===== src/rtl/slcdr_pkg.sv =====
package slcdr_pkg;

   // ----------------------------------------------------------------
   // Serial engine timing
   // ----------------------------------------------------------------
   // Half period of the serial clock in core cycles, one per speed code
   localparam logic [7:0] SPD_HALF_0 = 8'h08;
   localparam logic [7:0] SPD_HALF_1 = 8'h10;
   localparam logic [7:0] SPD_HALF_2 = 8'h20;
   localparam logic [7:0] SPD_HALF_3 = 8'h40;
   // Clock edges per byte: two per bit
   localparam logic [3:0] LAST_EDGE = 4'hF;
   localparam logic [7:0] BYTE_RST = 8'h00;

   // ----------------------------------------------------------------
   // Refresh timing
   // ----------------------------------------------------------------
   localparam int unsigned CLK_MHZ = 250;
   localparam int unsigned FRAME_US = 16000;
   localparam int unsigned FRAME_CYC = FRAME_US * CLK_MHZ;

   // ----------------------------------------------------------------
   // Display layout
   // ----------------------------------------------------------------
   localparam int unsigned BP_BIT = 7;
   localparam int unsigned POINT_BIT = 7;
   localparam logic [1:0] LAST_BYTE = 2'h3;
   localparam logic [3:0] MAX_DIGIT = 4'h9;
   localparam logic [7:0] SEG_BLANK = 8'h00;
   // Segment patterns for digits 0 to 9, entry n is digit n
   localparam logic [9:0][7:0] SEG_LUT = {
      8'h7E, 8'h7F, 8'h1C, 8'h77, 8'h76, 8'h64, 8'h5E, 8'h5B, 8'h0C, 8'h3F};

   // ----------------------------------------------------------------
   // Types
   // ----------------------------------------------------------------
   typedef struct packed {
      logic clock_polarity_sel;
      logic clock_phase_sel;
      logic speed_sel_hi;
      logic speed_sel_lo;
      logic irq_en;
   } slcdr_cfg_t;

   typedef struct packed {
      logic [7:0] symbols;
      logic [3:0] hundreds;
      logic [3:0] tens;
      logic [3:0] units;
      logic [2:0] decimal_point_segment;
   } slcdr_value_t;

   typedef enum logic [1:0] {
      ENG_IDLE = 2'h0,
      ENG_RUN = 2'h1
   } slcdr_eng_t;

   typedef enum logic [1:0] {
      REF_WAIT = 2'h0,
      REF_SEND = 2'h1,
      REF_BUSY = 2'h3
   } slcdr_ref_t;

endpackage


===== src/rtl/slcdr_top.sv =====
// Notes on behaviour
// - Eight-bit shift register loaded and read in parallel, shifting through pins.
// - Only a write of a byte starts a transfer while lcd_en is low; while it is high the refresher starts them.
// - Each bit step drives the MSB out and captures input into the LSB.
// - One clock pulse per bit, stopping after eight pulses.
// - End of each byte raises an interrupt request when enabled.
// - Polarity chooses rising or falling transition as the active edge.
// - Phase chooses first or second edge of each pulse as active.
// - Two-bit speed field picks one of four serial clock rates.
// - Byte bits: 7 decimal point, then g, f, a, b, c, d, 0 e.
// - Digits 0..9 map through the fixed segment pattern table.
// - Segment lit when its level differs from the backplane level.
// - Four bytes hold all segments, backplane bit zero in the true frame.
// - Frames spaced about 16 ms apart.
// - Alternation gives drive frequency within 30 to 100 Hz.
`timescale 1ns/1ps
`default_nettype none

module slcdr_top #(
   parameter int unsigned FRAME_CYCLES = slcdr_pkg::FRAME_CYC
) (
   // Clock and reset
   input wire logic sys_clk,
   input wire logic rst_n,
   // Configuration
   input wire slcdr_pkg::slcdr_cfg_t cfg,
   input wire logic lcd_en,
   input wire slcdr_pkg::slcdr_value_t lcd_value,
   // Data register write and read
   input wire logic serial_data_wr,
   input wire logic [7:0] serial_data_wdata,
   output logic [7:0] serial_data_rdata,
   output logic busy,
   output logic irq_req,
   // Serial pins
   input wire logic serial_in_pin,
   output logic serial_out_pin,
   output logic serial_clk_pin
);

   // ----------------------------------------------------------------
   // Declarations
   // ----------------------------------------------------------------
   slcdr_pkg::slcdr_eng_t eng_st_ff;
   slcdr_pkg::slcdr_ref_t ref_st_ff;
   logic [7:0] half_cnt_ff;
   logic [3:0] edge_ff;
   logic [7:0] shreg_ff;
   logic [7:0] rx_ff;
   logic samp_ff;
   logic sclk_ff;
   logic sout_ff;
   logic busy_ff;
   logic irq_ff;
   logic sin_s1_ff, sin_s2_ff, sin_s3_ff, sin_ff;
   logic [31:0] frame_cnt_ff;
   logic frame_tick;
   logic [1:0] idx_ff;
   logic inv_ff;
   logic [7:0] frame_ff [4];
   logic [7:0] half_len;
   logic half_tick;
   logic eng_done;
   logic start_req;
   logic [7:0] start_data;
   logic lcd_start;
   logic frame_last;

   // ----------------------------------------------------------------
   // Serial input synchroniser
   // ----------------------------------------------------------------
   // Three stages, value accepted once the last two agree
   always_ff @(posedge sys_clk or negedge rst_n) begin
      if (!rst_n) begin
         sin_s1_ff <= 1'b0;
         sin_s2_ff <= 1'b0;
         sin_s3_ff <= 1'b0;
         sin_ff <= 1'b0;
      end else begin
         sin_s1_ff <= serial_in_pin;
         sin_s2_ff <= sin_s1_ff;
         sin_s3_ff <= sin_s2_ff;
         if (sin_s2_ff == sin_s3_ff) begin
            sin_ff <= sin_s3_ff;
         end
      end
   end

   // ----------------------------------------------------------------
   // Serial engine
   // ----------------------------------------------------------------
   // Speed code to half period
   always_comb begin
      case ({cfg.speed_sel_hi, cfg.speed_sel_lo})
         2'h0: half_len = slcdr_pkg::SPD_HALF_0;
         2'h1: half_len = slcdr_pkg::SPD_HALF_1;
         2'h2: half_len = slcdr_pkg::SPD_HALF_2;
         2'h3: half_len = slcdr_pkg::SPD_HALF_3;
         default: half_len = slcdr_pkg::SPD_HALF_0;
      endcase
   end

   // Requester select: the refresher owns the engine while enabled
   assign start_req = lcd_en ? lcd_start : serial_data_wr;
   assign start_data = lcd_en ? (frame_ff[idx_ff] ^ {8{inv_ff}}) : serial_data_wdata;
   assign half_tick = (eng_st_ff == slcdr_pkg::ENG_RUN) && (half_cnt_ff == half_len - 8'h01);
   assign eng_done = half_tick && (edge_ff == slcdr_pkg::LAST_EDGE);

   // Sequencer: sixteen clock edges per byte
   always_ff @(posedge sys_clk or negedge rst_n) begin
      if (!rst_n) begin
         eng_st_ff <= slcdr_pkg::ENG_IDLE;
         half_cnt_ff <= 8'h00;
         edge_ff <= 4'h0;
         busy_ff <= 1'b0;
      end else begin
         case (eng_st_ff)
            slcdr_pkg::ENG_IDLE: begin
               if (start_req) begin
                  eng_st_ff <= slcdr_pkg::ENG_RUN;
                  busy_ff <= 1'b1;
                  half_cnt_ff <= 8'h00;
                  edge_ff <= 4'h0;
               end
            end
            slcdr_pkg::ENG_RUN: begin
               if (half_tick) begin
                  half_cnt_ff <= 8'h00;
                  edge_ff <= edge_ff + 4'h1;
                  if (eng_done) begin
                     eng_st_ff <= slcdr_pkg::ENG_IDLE;
                     busy_ff <= 1'b0;
                  end
               end else begin
                  half_cnt_ff <= half_cnt_ff + 8'h01;
               end
            end
            default: begin
               eng_st_ff <= slcdr_pkg::ENG_IDLE;
               busy_ff <= 1'b0;
            end
         endcase
      end
   end

   // Serial clock: rests at polarity level, toggles each half period
   always_ff @(posedge sys_clk or negedge rst_n) begin
      if (!rst_n) begin
         sclk_ff <= 1'b0;
      end else if (eng_st_ff != slcdr_pkg::ENG_RUN) begin
         sclk_ff <= cfg.clock_polarity_sel;
      end else if (half_tick) begin
         sclk_ff <= ~sclk_ff;
      end
   end

   // Shift datapath; even edges lead each pulse, odd edges trail
   always_ff @(posedge sys_clk or negedge rst_n) begin
      if (!rst_n) begin
         shreg_ff <= slcdr_pkg::BYTE_RST;
         samp_ff <= 1'b0;
         sout_ff <= 1'b0;
      end else if (eng_st_ff == slcdr_pkg::ENG_IDLE && start_req) begin
         shreg_ff <= start_data;
         if (!cfg.clock_phase_sel) begin
            sout_ff <= start_data[7];
         end
      end else if (half_tick) begin
         if (!edge_ff[0]) begin
            if (cfg.clock_phase_sel) begin
               sout_ff <= shreg_ff[7];
            end else begin
               samp_ff <= sin_ff;
            end
         end else begin
            shreg_ff <= {shreg_ff[6:0], cfg.clock_phase_sel ? sin_ff : samp_ff};
            if (!cfg.clock_phase_sel && !eng_done) begin
               sout_ff <= shreg_ff[6];
            end
         end
      end
   end

   // Received byte and end-of-byte request
   always_ff @(posedge sys_clk or negedge rst_n) begin
      if (!rst_n) begin
         rx_ff <= slcdr_pkg::BYTE_RST;
         irq_ff <= 1'b0;
      end else begin
         irq_ff <= eng_done && cfg.irq_en;
         if (eng_done) begin
            rx_ff <= {shreg_ff[6:0], cfg.clock_phase_sel ? sin_ff : samp_ff};
         end
      end
   end

   // ----------------------------------------------------------------
   // Display refresher
   // ----------------------------------------------------------------
   // Frame period counter, 16 ms gives 31.25 Hz drive
   always_ff @(posedge sys_clk or negedge rst_n) begin
      if (!rst_n) begin
         frame_cnt_ff <= 32'h0000_0000;
      end else if (!lcd_en || frame_tick) begin
         frame_cnt_ff <= 32'h0000_0000;
      end else begin
         frame_cnt_ff <= frame_cnt_ff + 32'h0000_0001;
      end
   end
   assign frame_tick = lcd_en && (frame_cnt_ff == FRAME_CYCLES[31:0] - 32'h0000_0001);

   assign lcd_start = (ref_st_ff == slcdr_pkg::REF_SEND) && (eng_st_ff == slcdr_pkg::ENG_IDLE);
   assign frame_last = (ref_st_ff == slcdr_pkg::REF_BUSY) && eng_done
                       && (idx_ff == slcdr_pkg::LAST_BYTE);

   // Frame sequencer: four bytes, back to back
   always_ff @(posedge sys_clk or negedge rst_n) begin
      if (!rst_n) begin
         ref_st_ff <= slcdr_pkg::REF_WAIT;
         idx_ff <= 2'h0;
         inv_ff <= 1'b0;
      end else begin
         case (ref_st_ff)
            slcdr_pkg::REF_WAIT: begin
               if (frame_tick) begin
                  ref_st_ff <= slcdr_pkg::REF_SEND;
                  idx_ff <= 2'h0;
               end
            end
            slcdr_pkg::REF_SEND: begin
               if (lcd_start) begin
                  ref_st_ff <= slcdr_pkg::REF_BUSY;
               end
            end
            slcdr_pkg::REF_BUSY: begin
               if (frame_last) begin
                  ref_st_ff <= slcdr_pkg::REF_WAIT;
                  inv_ff <= ~inv_ff;
               end else if (eng_done) begin
                  ref_st_ff <= slcdr_pkg::REF_SEND;
                  idx_ff <= idx_ff + 2'h1;
               end
            end
            default: ref_st_ff <= slcdr_pkg::REF_WAIT;
         endcase
         if (!lcd_en) begin
            ref_st_ff <= slcdr_pkg::REF_WAIT;
         end
      end
   end

   // Frame image captured only at frame start
   always_ff @(posedge sys_clk or negedge rst_n) begin
      if (!rst_n) begin
         for (int i = 0; i < 4; i++) begin
            frame_ff[i] <= slcdr_pkg::BYTE_RST;
         end
      end else if (ref_st_ff == slcdr_pkg::REF_WAIT && frame_tick) begin
         frame_ff[0] <= lcd_value.symbols & ~(8'h01 << slcdr_pkg::BP_BIT);
         frame_ff[1] <= seg_of(lcd_value.hundreds, lcd_value.decimal_point_segment[2]);
         frame_ff[2] <= seg_of(lcd_value.tens, lcd_value.decimal_point_segment[1]);
         frame_ff[3] <= seg_of(lcd_value.units, lcd_value.decimal_point_segment[0]);
      end
   end

   // Digit to segment byte, decimal point on the top bit
   function automatic logic [7:0] seg_of(input logic [3:0] dig, input logic point);
      logic [7:0] pat;
      pat = (dig <= slcdr_pkg::MAX_DIGIT) ? slcdr_pkg::SEG_LUT[dig] : slcdr_pkg::SEG_BLANK;
      pat[slcdr_pkg::POINT_BIT] = point;
      return pat;
   endfunction

   // ----------------------------------------------------------------
   // Outputs
   // ----------------------------------------------------------------
   assign serial_data_rdata = rx_ff;
   assign busy = busy_ff;
   assign irq_req = irq_ff;
   assign serial_out_pin = sout_ff;
   assign serial_clk_pin = sclk_ff;

   logic [4:0] chk_edges_ff;
   always_ff @(posedge sys_clk or negedge rst_n) begin
      if (!rst_n) begin
         chk_edges_ff <= 5'h00;
      end else if (eng_st_ff == slcdr_pkg::ENG_IDLE) begin
         chk_edges_ff <= 5'h00;
      end else if (half_tick) begin
         chk_edges_ff <= chk_edges_ff + 5'h01;
      end
   end
endmodule // slcdr_top

`default_nettype wire

===== config.mk =====
export PLATFORM = sky130hd
export DESIGN_NAME = slcdr_top
export DESIGN_NICKNAME = d
export VERILOG_FILES = /design/src/rtl/slcdr_pkg.sv /design/src/rtl/slcdr_top.sv
export SDC_FILE = /design/constraint.sdc
export NUM_CORES = 1
export LEC_CHECK = 0
export ABC_AREA = 1
export BUFFER_PORTS_ARGS = -buffer_cell sky130_fd_sc_hd__buf_4
export CORE_UTILIZATION = 60
export CTS_CLUSTER_DIAMETER = 30
export DETAILED_ROUTE_END_ITERATION = 12
export GPL_TIMING_DRIVEN = 1
export PLACE_DENSITY = 0.9
export SLEW_MARGIN = 10
export SYNTH_ARGS = -nofsm -noshare
export SYNTH_HDL_FRONTEND = slang
export SYNTH_SLANG_ARGS = --single-unit

===== constraint.sdc =====
create_clock -name sys_clk -period 4.8 [get_ports sys_clk]
set_input_delay 0.96 -clock sys_clk [delete_from_list [all_inputs] [get_ports sys_clk]]
set_output_delay 0.96 -clock sys_clk [all_outputs]
set_load 0.02 [all_outputs]

Yosys cells after proc, flatten, opt, wreduce, memory -nomap -nowiden
Memory sizes are Yosys's and may differ from the RTL's.
Cells that the tools add are included.
Widths: inputs -> output; s select.
{"block": "op_classes", "addsub": 5, "magnitude_cmp": 7, "n_eq_ne": 23, "n_mux": 49, "bitwise": 7, "reduce_logical": 32}
{"op": "$mux 8", "count": 8}
{"op": "$mux 7", "count": 6}
{"op": "$add 32x1->32 const B", "count": 1}
{"op": "$eq 32x22->1 const B", "count": 1}
{"op": "$mux 32", "count": 1}
{"op": "$pmux 8 s4", "count": 1}
{"op": "$mux 2", "count": 11}
{"op": "$bmux 8 s2", "count": 1}
{"op": "$pmux 8 s2", "count": 1}
{"op": "$lt 4x5->1 const B", "count": 3}
{"op": "$ne 2x2->1 const B", "count": 7}
{"op": "$mux 1", "count": 13}
{"op": "$le 4x4->1 const B", "count": 3}
{"op": "$reduce_and 4->1", "count": 3}
{"op": "$logic_and 1x1->1", "count": 10}
{"op": "$reduce_bool 2->1", "count": 5}
{"op": "$reduce_and 3->1", "count": 3}
{"op": "$add 8x1->8 const B", "count": 1}
{"op": "$eq 2x2->1 const B", "count": 4}
{"op": "$eq 8x8->1", "count": 1}
{"op": "$mux 4", "count": 2}
{"op": "$pmux 2 s2", "count": 2}
{"op": "$pmux 4 s2", "count": 1}
{"op": "$sub 8x1->8 const B", "count": 1}
{"op": "other kinds (20)", "count": 33}
{"block": "word_totals", "register_bits": 107, "rom_bits": 384, "inputBits": 41, "output_inout_bits": 12, "wordCells": 148, "n_memories": 3}
{"name": "(no name shown)", "words": 16, "word_bits": 8, "read_ports": 1, "rd_ports_with_merged_regs": 0, "write_ports": 0, "line": "slcdr_top.sv:269", "text": "pat = (dig <= slcdr_pkg::MAX_DIGIT) ? slcdr_pkg::SEG_LUT[dig] : slcdr_pkg::SEG_BLANK;"}
{"name": "(no name shown)", "words": 16, "word_bits": 8, "read_ports": 1, "rd_ports_with_merged_regs": 0, "write_ports": 0, "line": "slcdr_top.sv:269"}
{"name": "(no name shown)", "words": 16, "word_bits": 8, "read_ports": 1, "rd_ports_with_merged_regs": 0, "write_ports": 0, "line": "slcdr_top.sv:269"}

Logic depth before layout (Yosys ltp)
{"block": "depth", "word_depth": 12, "ltp_mapped": 14}

Worst setup path before layout
OpenSTA, ideal clock, no wires.
{"block": "synth_path", "kind": "input port to flip-flop", "from": "input lcd_en", "to": "register sout_ff, in the netlist serial_out_pin", "setup_time_ns": 0.117, "arrival_time_ns": 1.966, "required_ns": 4.683, "slack_ns": 2.717, "stages": 11, "cell_sequence": "buf_2 inv_2 nand2_2 a21oi_4 nor2_4 inv_2 nor2_1 nor2_1 nand2_1 nand2_1 nand2_1"}
{"block": "synth_via", "elab_chain_cells": 4}
{"element": "from (decl)", "line": "slcdr_top.sv:27", "text": "input wire logic lcd_en,"}
{"element": "$mux 1", "line": "slcdr_top.sv:104", "text": "assign start_req = lcd_en ? lcd_start : serial_data_wr;"}
{"element": "$logic_and 1x1->1", "line": "slcdr_top.sv:163", "text": "end else if (eng_st_ff == slcdr_pkg::ENG_IDLE && start_req) begin"}
{"element": "$ne 3x1->1 (no source line) (tied with other cells)"}
{"element": "$reduce_and 4->1 (no source line)"}
{"element": "to (signal assigned)", "line": "slcdr_top.sv:166", "text": "sout_ff <= start_data[7];"}
{"element": "to (signal assigned)", "line": "slcdr_top.sv:171", "text": "sout_ff <= shreg_ff[7];"}
{"element": "to (signal assigned)", "line": "slcdr_top.sv:178", "text": "sout_ff <= shreg_ff[6];"}
{"element": "to (decl)", "line": "slcdr_top.sv:52", "text": "logic sout_ff;"}
Several ways; a longest one is shown, not always the timed one. The select of a mux whose other input is x is not followed.
A chain may end at the register's enable or synchronous reset.

Worst setup path in the final report
{"block": "layout_path", "from": "register frame_cnt_ff[0]", "to": "register frame_cnt_ff[26]"}
{"block": "layout_via", "elab_chain_cells": 4}
{"element": "from (decl)", "line": "slcdr_top.sv:56", "text": "logic [31:0] frame_cnt_ff;"}
{"element": "from (signal assigned)", "line": "slcdr_top.sv:207", "text": "frame_cnt_ff <= frame_cnt_ff + 32'h0000_0001;"}
{"element": "branches (longest 3 deep; another with $add 32x1->32)"}
{"element": "$mux 32 (*)", "line": "slcdr_top.sv:204", "text": "end else if (!lcd_en || frame_tick) begin"}
Every way passes the cells marked *.

==> results.tsv <==
stage	metric	value	unit
synthesis	synth_nets	847	
synthesis	seq_area_frac_synth	0.4334	
clock_tree	cts_setup_buffers	0	
sta	holdWs	0.3588	ns
routing	ant_nets	0	
sta	slew_headroom	0.3391	
layout	area_growth	10.57	%
clock_tree	cts_hold_buf	0	
placed_design	hpwlAfterDp	9095	um
clock_tree	cts_buffers	9	
synthesis	avgSynthCellArea	7.732	um2
sta	worstMarginPinSlew	0.9914	ns
floorplanning	io_pins	53	
layout	fin_nets	892	
clock_tree	htree_levels	3	
sta	fmax	0.4407	GHz
setup_path	cp-start-kind	flip-flop	
clock_tree	clockBufferDepth	2	
setup_path	crit_path_max_fanout	21	
synthesis	async_flop_share	1.000	
power	power_density	236.5	nW/um2
clock_tree	cts_tree	built	
synthesis	synth_edf_count	0	
placed_design	dp_slack	2.345	ns
layout	drive_gt1_frac	0.1427	
synthesis	syn_area	6062	um2
power	leakage	3.310	nW
placed_design	portBuffers	51	
clock_tree	cts_repair_resize_count	0	
setup_path	cp.required	5.09	ns
synthesis	ys.flop_type	dfrtp_1	
setup_path	cp.arrival	2.56	ns
grt	grt_pass1_vias	4736	
floorplanning	die_width	102.5	um
clock_tree	clock_sinks	105	
clock_tree	clk_latency	0.38	ns
synthesis	synth_largest_area_cell	dfrtp_1	
floorplanning	dieArea	10510	um2
grt	grt_use_total	0.2570	
sta	min_period	2.269	ns
routing	vias	5169	
floorplanning	core	9774	um2
placed_design	gp_congestion	0.8898	
layout	diodes	0	
synthesis	synth_warnings	0	
routing	drt-wirelength-per-cell	12.99	um
grt	grt_max_degree	80	
setup_path	path_class	reg -> reg	
grt	grt_pass1_wl	21070	um
grt	antenna_found_initial	0	
floorplanning	die_h	102.5	um
synthesis	synth_area_leaders	dfrtp_1 43%, nand2_1 13%, inv_1 5.3%	
routing	first_pass_iters	5	
hold_path	hold_path_class	reg -> reg	
grt	grt_overflow	0	
routing	finalWirelength	12570	um
sta	fin_ws	2.531	ns
sta	finalHoldViolations	0	
floorplanning	num_rows	36	
power	ir_drop	0.0001657	V
setup_path	cp-end-kind	flip-flop	
routing	via_per_inst	5.345	
run_status	outcome	completed	
synthesis	synth_top_area_share	0.4334	
synthesis	ys_types	45	
floorplanning	start_util	0.6202	
routing	drc_errors	0	
synthesis	synthCells	784	
sta	fin_setup_tns	0	ns
sta	fin_crit_sh	0.4727	
sta	fin_skew	0.01447	ns
sta	rsz0062_at_grt	no	
run	max_cap_viol_count	0	
layout	fillers	818	
synthesis	ys_ff_latch	105	
sta	slew_violations	0	
clock_tree	cts-root-buf	clkbuf_8	
routing	drtIter0Drc	255	
sta	finalSetupViolations	0	
clock_tree	clk_pin_slew	0.11	ns
-- synth_stat cells, types with 13 or more instances --
master   instances
a21oi_1         24
dfrtp_1        105
ha_1            22
inv_1           85
nand2_1        217
nand3_1         40
nor2_1          76
nor3_1          23
o21ai_0         41
o21ai_1         18
o21ai_2         15
o22ai_1         13
xor2_1          16
-- per-stage QoR --
step	utilization	cells	power [mW]	cell area [um2]
after global routing	0.6857	967	1.643	6703
after detailed placement	0.6651	951	1.032	6501
after CTS	0.6857	967	1.589	6703
final	0.6857	967	1.585	6703
after global placement	0.6651	951	1.028	6501
after floorplan	-	784	0.9714	6062
-- flip-flops by register name, summed over array words and instances (netlist names) --
register           count
sin_s1_ff              1
sin_ff                 1
edge_ff                4
frame_ff              31
serial_clk_pin         1
idx_ff                 2
shreg_ff               8
irq_req                1
ref_st_ff              2
samp_ff                1
serial_out_pin         1
sin_s3_ff              1
half_cnt_ff            8
serial_data_rdata      8
busy                   1
inv_ff                 1
sin_s2_ff              1
frame_cnt_ff          32
-- final timing paths --
kind / startpoint / to / slack (ns) / cells past startpoint
worst min register to register: sin_s1_ff$_DFF_PN0_ / sin_s2_ff$_DFF_PN0_ / 0.36 / 0
worst max-delay path: frame_cnt_ff[0]$_DFF_PN0_ / frame_cnt_ff[26]$_DFF_PN0_ / 2.53 / 9
worst min-delay path: sin_s1_ff$_DFF_PN0_ / sin_s2_ff$_DFF_PN0_ / 0.36 / 0
max in group asynchronous: rst_n / frame_ff[0]$_DFFE_PN0P_ / 3.12 / 2
min in group asynchronous: rst_n / serial_clk_pin$_DFFE_PN0P_ / 0.74 / 1
worst max register to register: frame_cnt_ff[0]$_DFF_PN0_ / frame_cnt_ff[26]$_DFF_PN0_ / 2.53 / 9
-- placed cells by master, fill, tap and decap left out, types with 3 or more instances in the layout --
master    netlist  routed
nand2_1       217     217
dfrtp_1       105     105
inv_1          85      85
nor2_1         76      76
buf_4           2      52
o21ai_0        41      41
nand3_1        40      40
a21oi_1        24      24
nor3_1         23      23
ha_1           22      22
o21ai_1        18      18
xor2_1         16      16
o21ai_2        15      15
o22ai_1        13      13
nand4_1        12      12
inv_2          11      11
clkbuf_8        0       9
nor2_2          5       5
nand3_2         4       4
nor3_2          3       3
and3_1          3       3
-- cell type report --
type,instances,area [um2],share of cell area
multi-input cells,562,2943,0.4391
flip-flops and latches,105,2628,0.3920
repair buffers,52,390.4,0.05824
inverters,99,374.1,0.05581
well taps,133,166.4,0.02483
clock buffers,10,127.6,0.01904
clock inverters,6,73.82,0.01101
-- metal layers --
metal / global-route usage / routed length, um
met1: 0.3411 / 5674
met5: 0 / 0
met3: 0.05424 / 459
met2: 0.4277 / 6260
met4: 0.07143 / 172
-- power by group --
group | switching, mW | internal [mW] | total [mW]
sequential | 0.00619 | 0.892 | 0.899
combinational | 0.0726 | 0.0430 | 0.116
clock | 0.323 | 0.248 | 0.571
-- critical path, cell delays in order (launching register included) --
cell and delay (ns):
dfrtp_1 0.43, ha_1 0.25, nand3_1 0.12, inv_2 0.06
nand2_2 0.06, nor2_2 0.06, and2_1 0.16, nor2_2 0.42
inv_2 0.31, nor3_1 0.28
-- cells by family (layout without fill, tap and decap cells) --
| logic type | count (synthesis) | in the layout | synth area share |
|---|---|---|---|
| simple gates | 400 | 400 | 0.2952 |
| compound gates | 121 | 121 | 0.1172 |
| buf+inv | 117 | 167 | 0.08112 |
| flops | 105 | 105 | 0.4334 |
| fa+ha+maj | 23 | 23 | 0.04706 |
| xor+xnor | 18 | 18 | 0.02601 |
(Power assumes the default switching activity.)
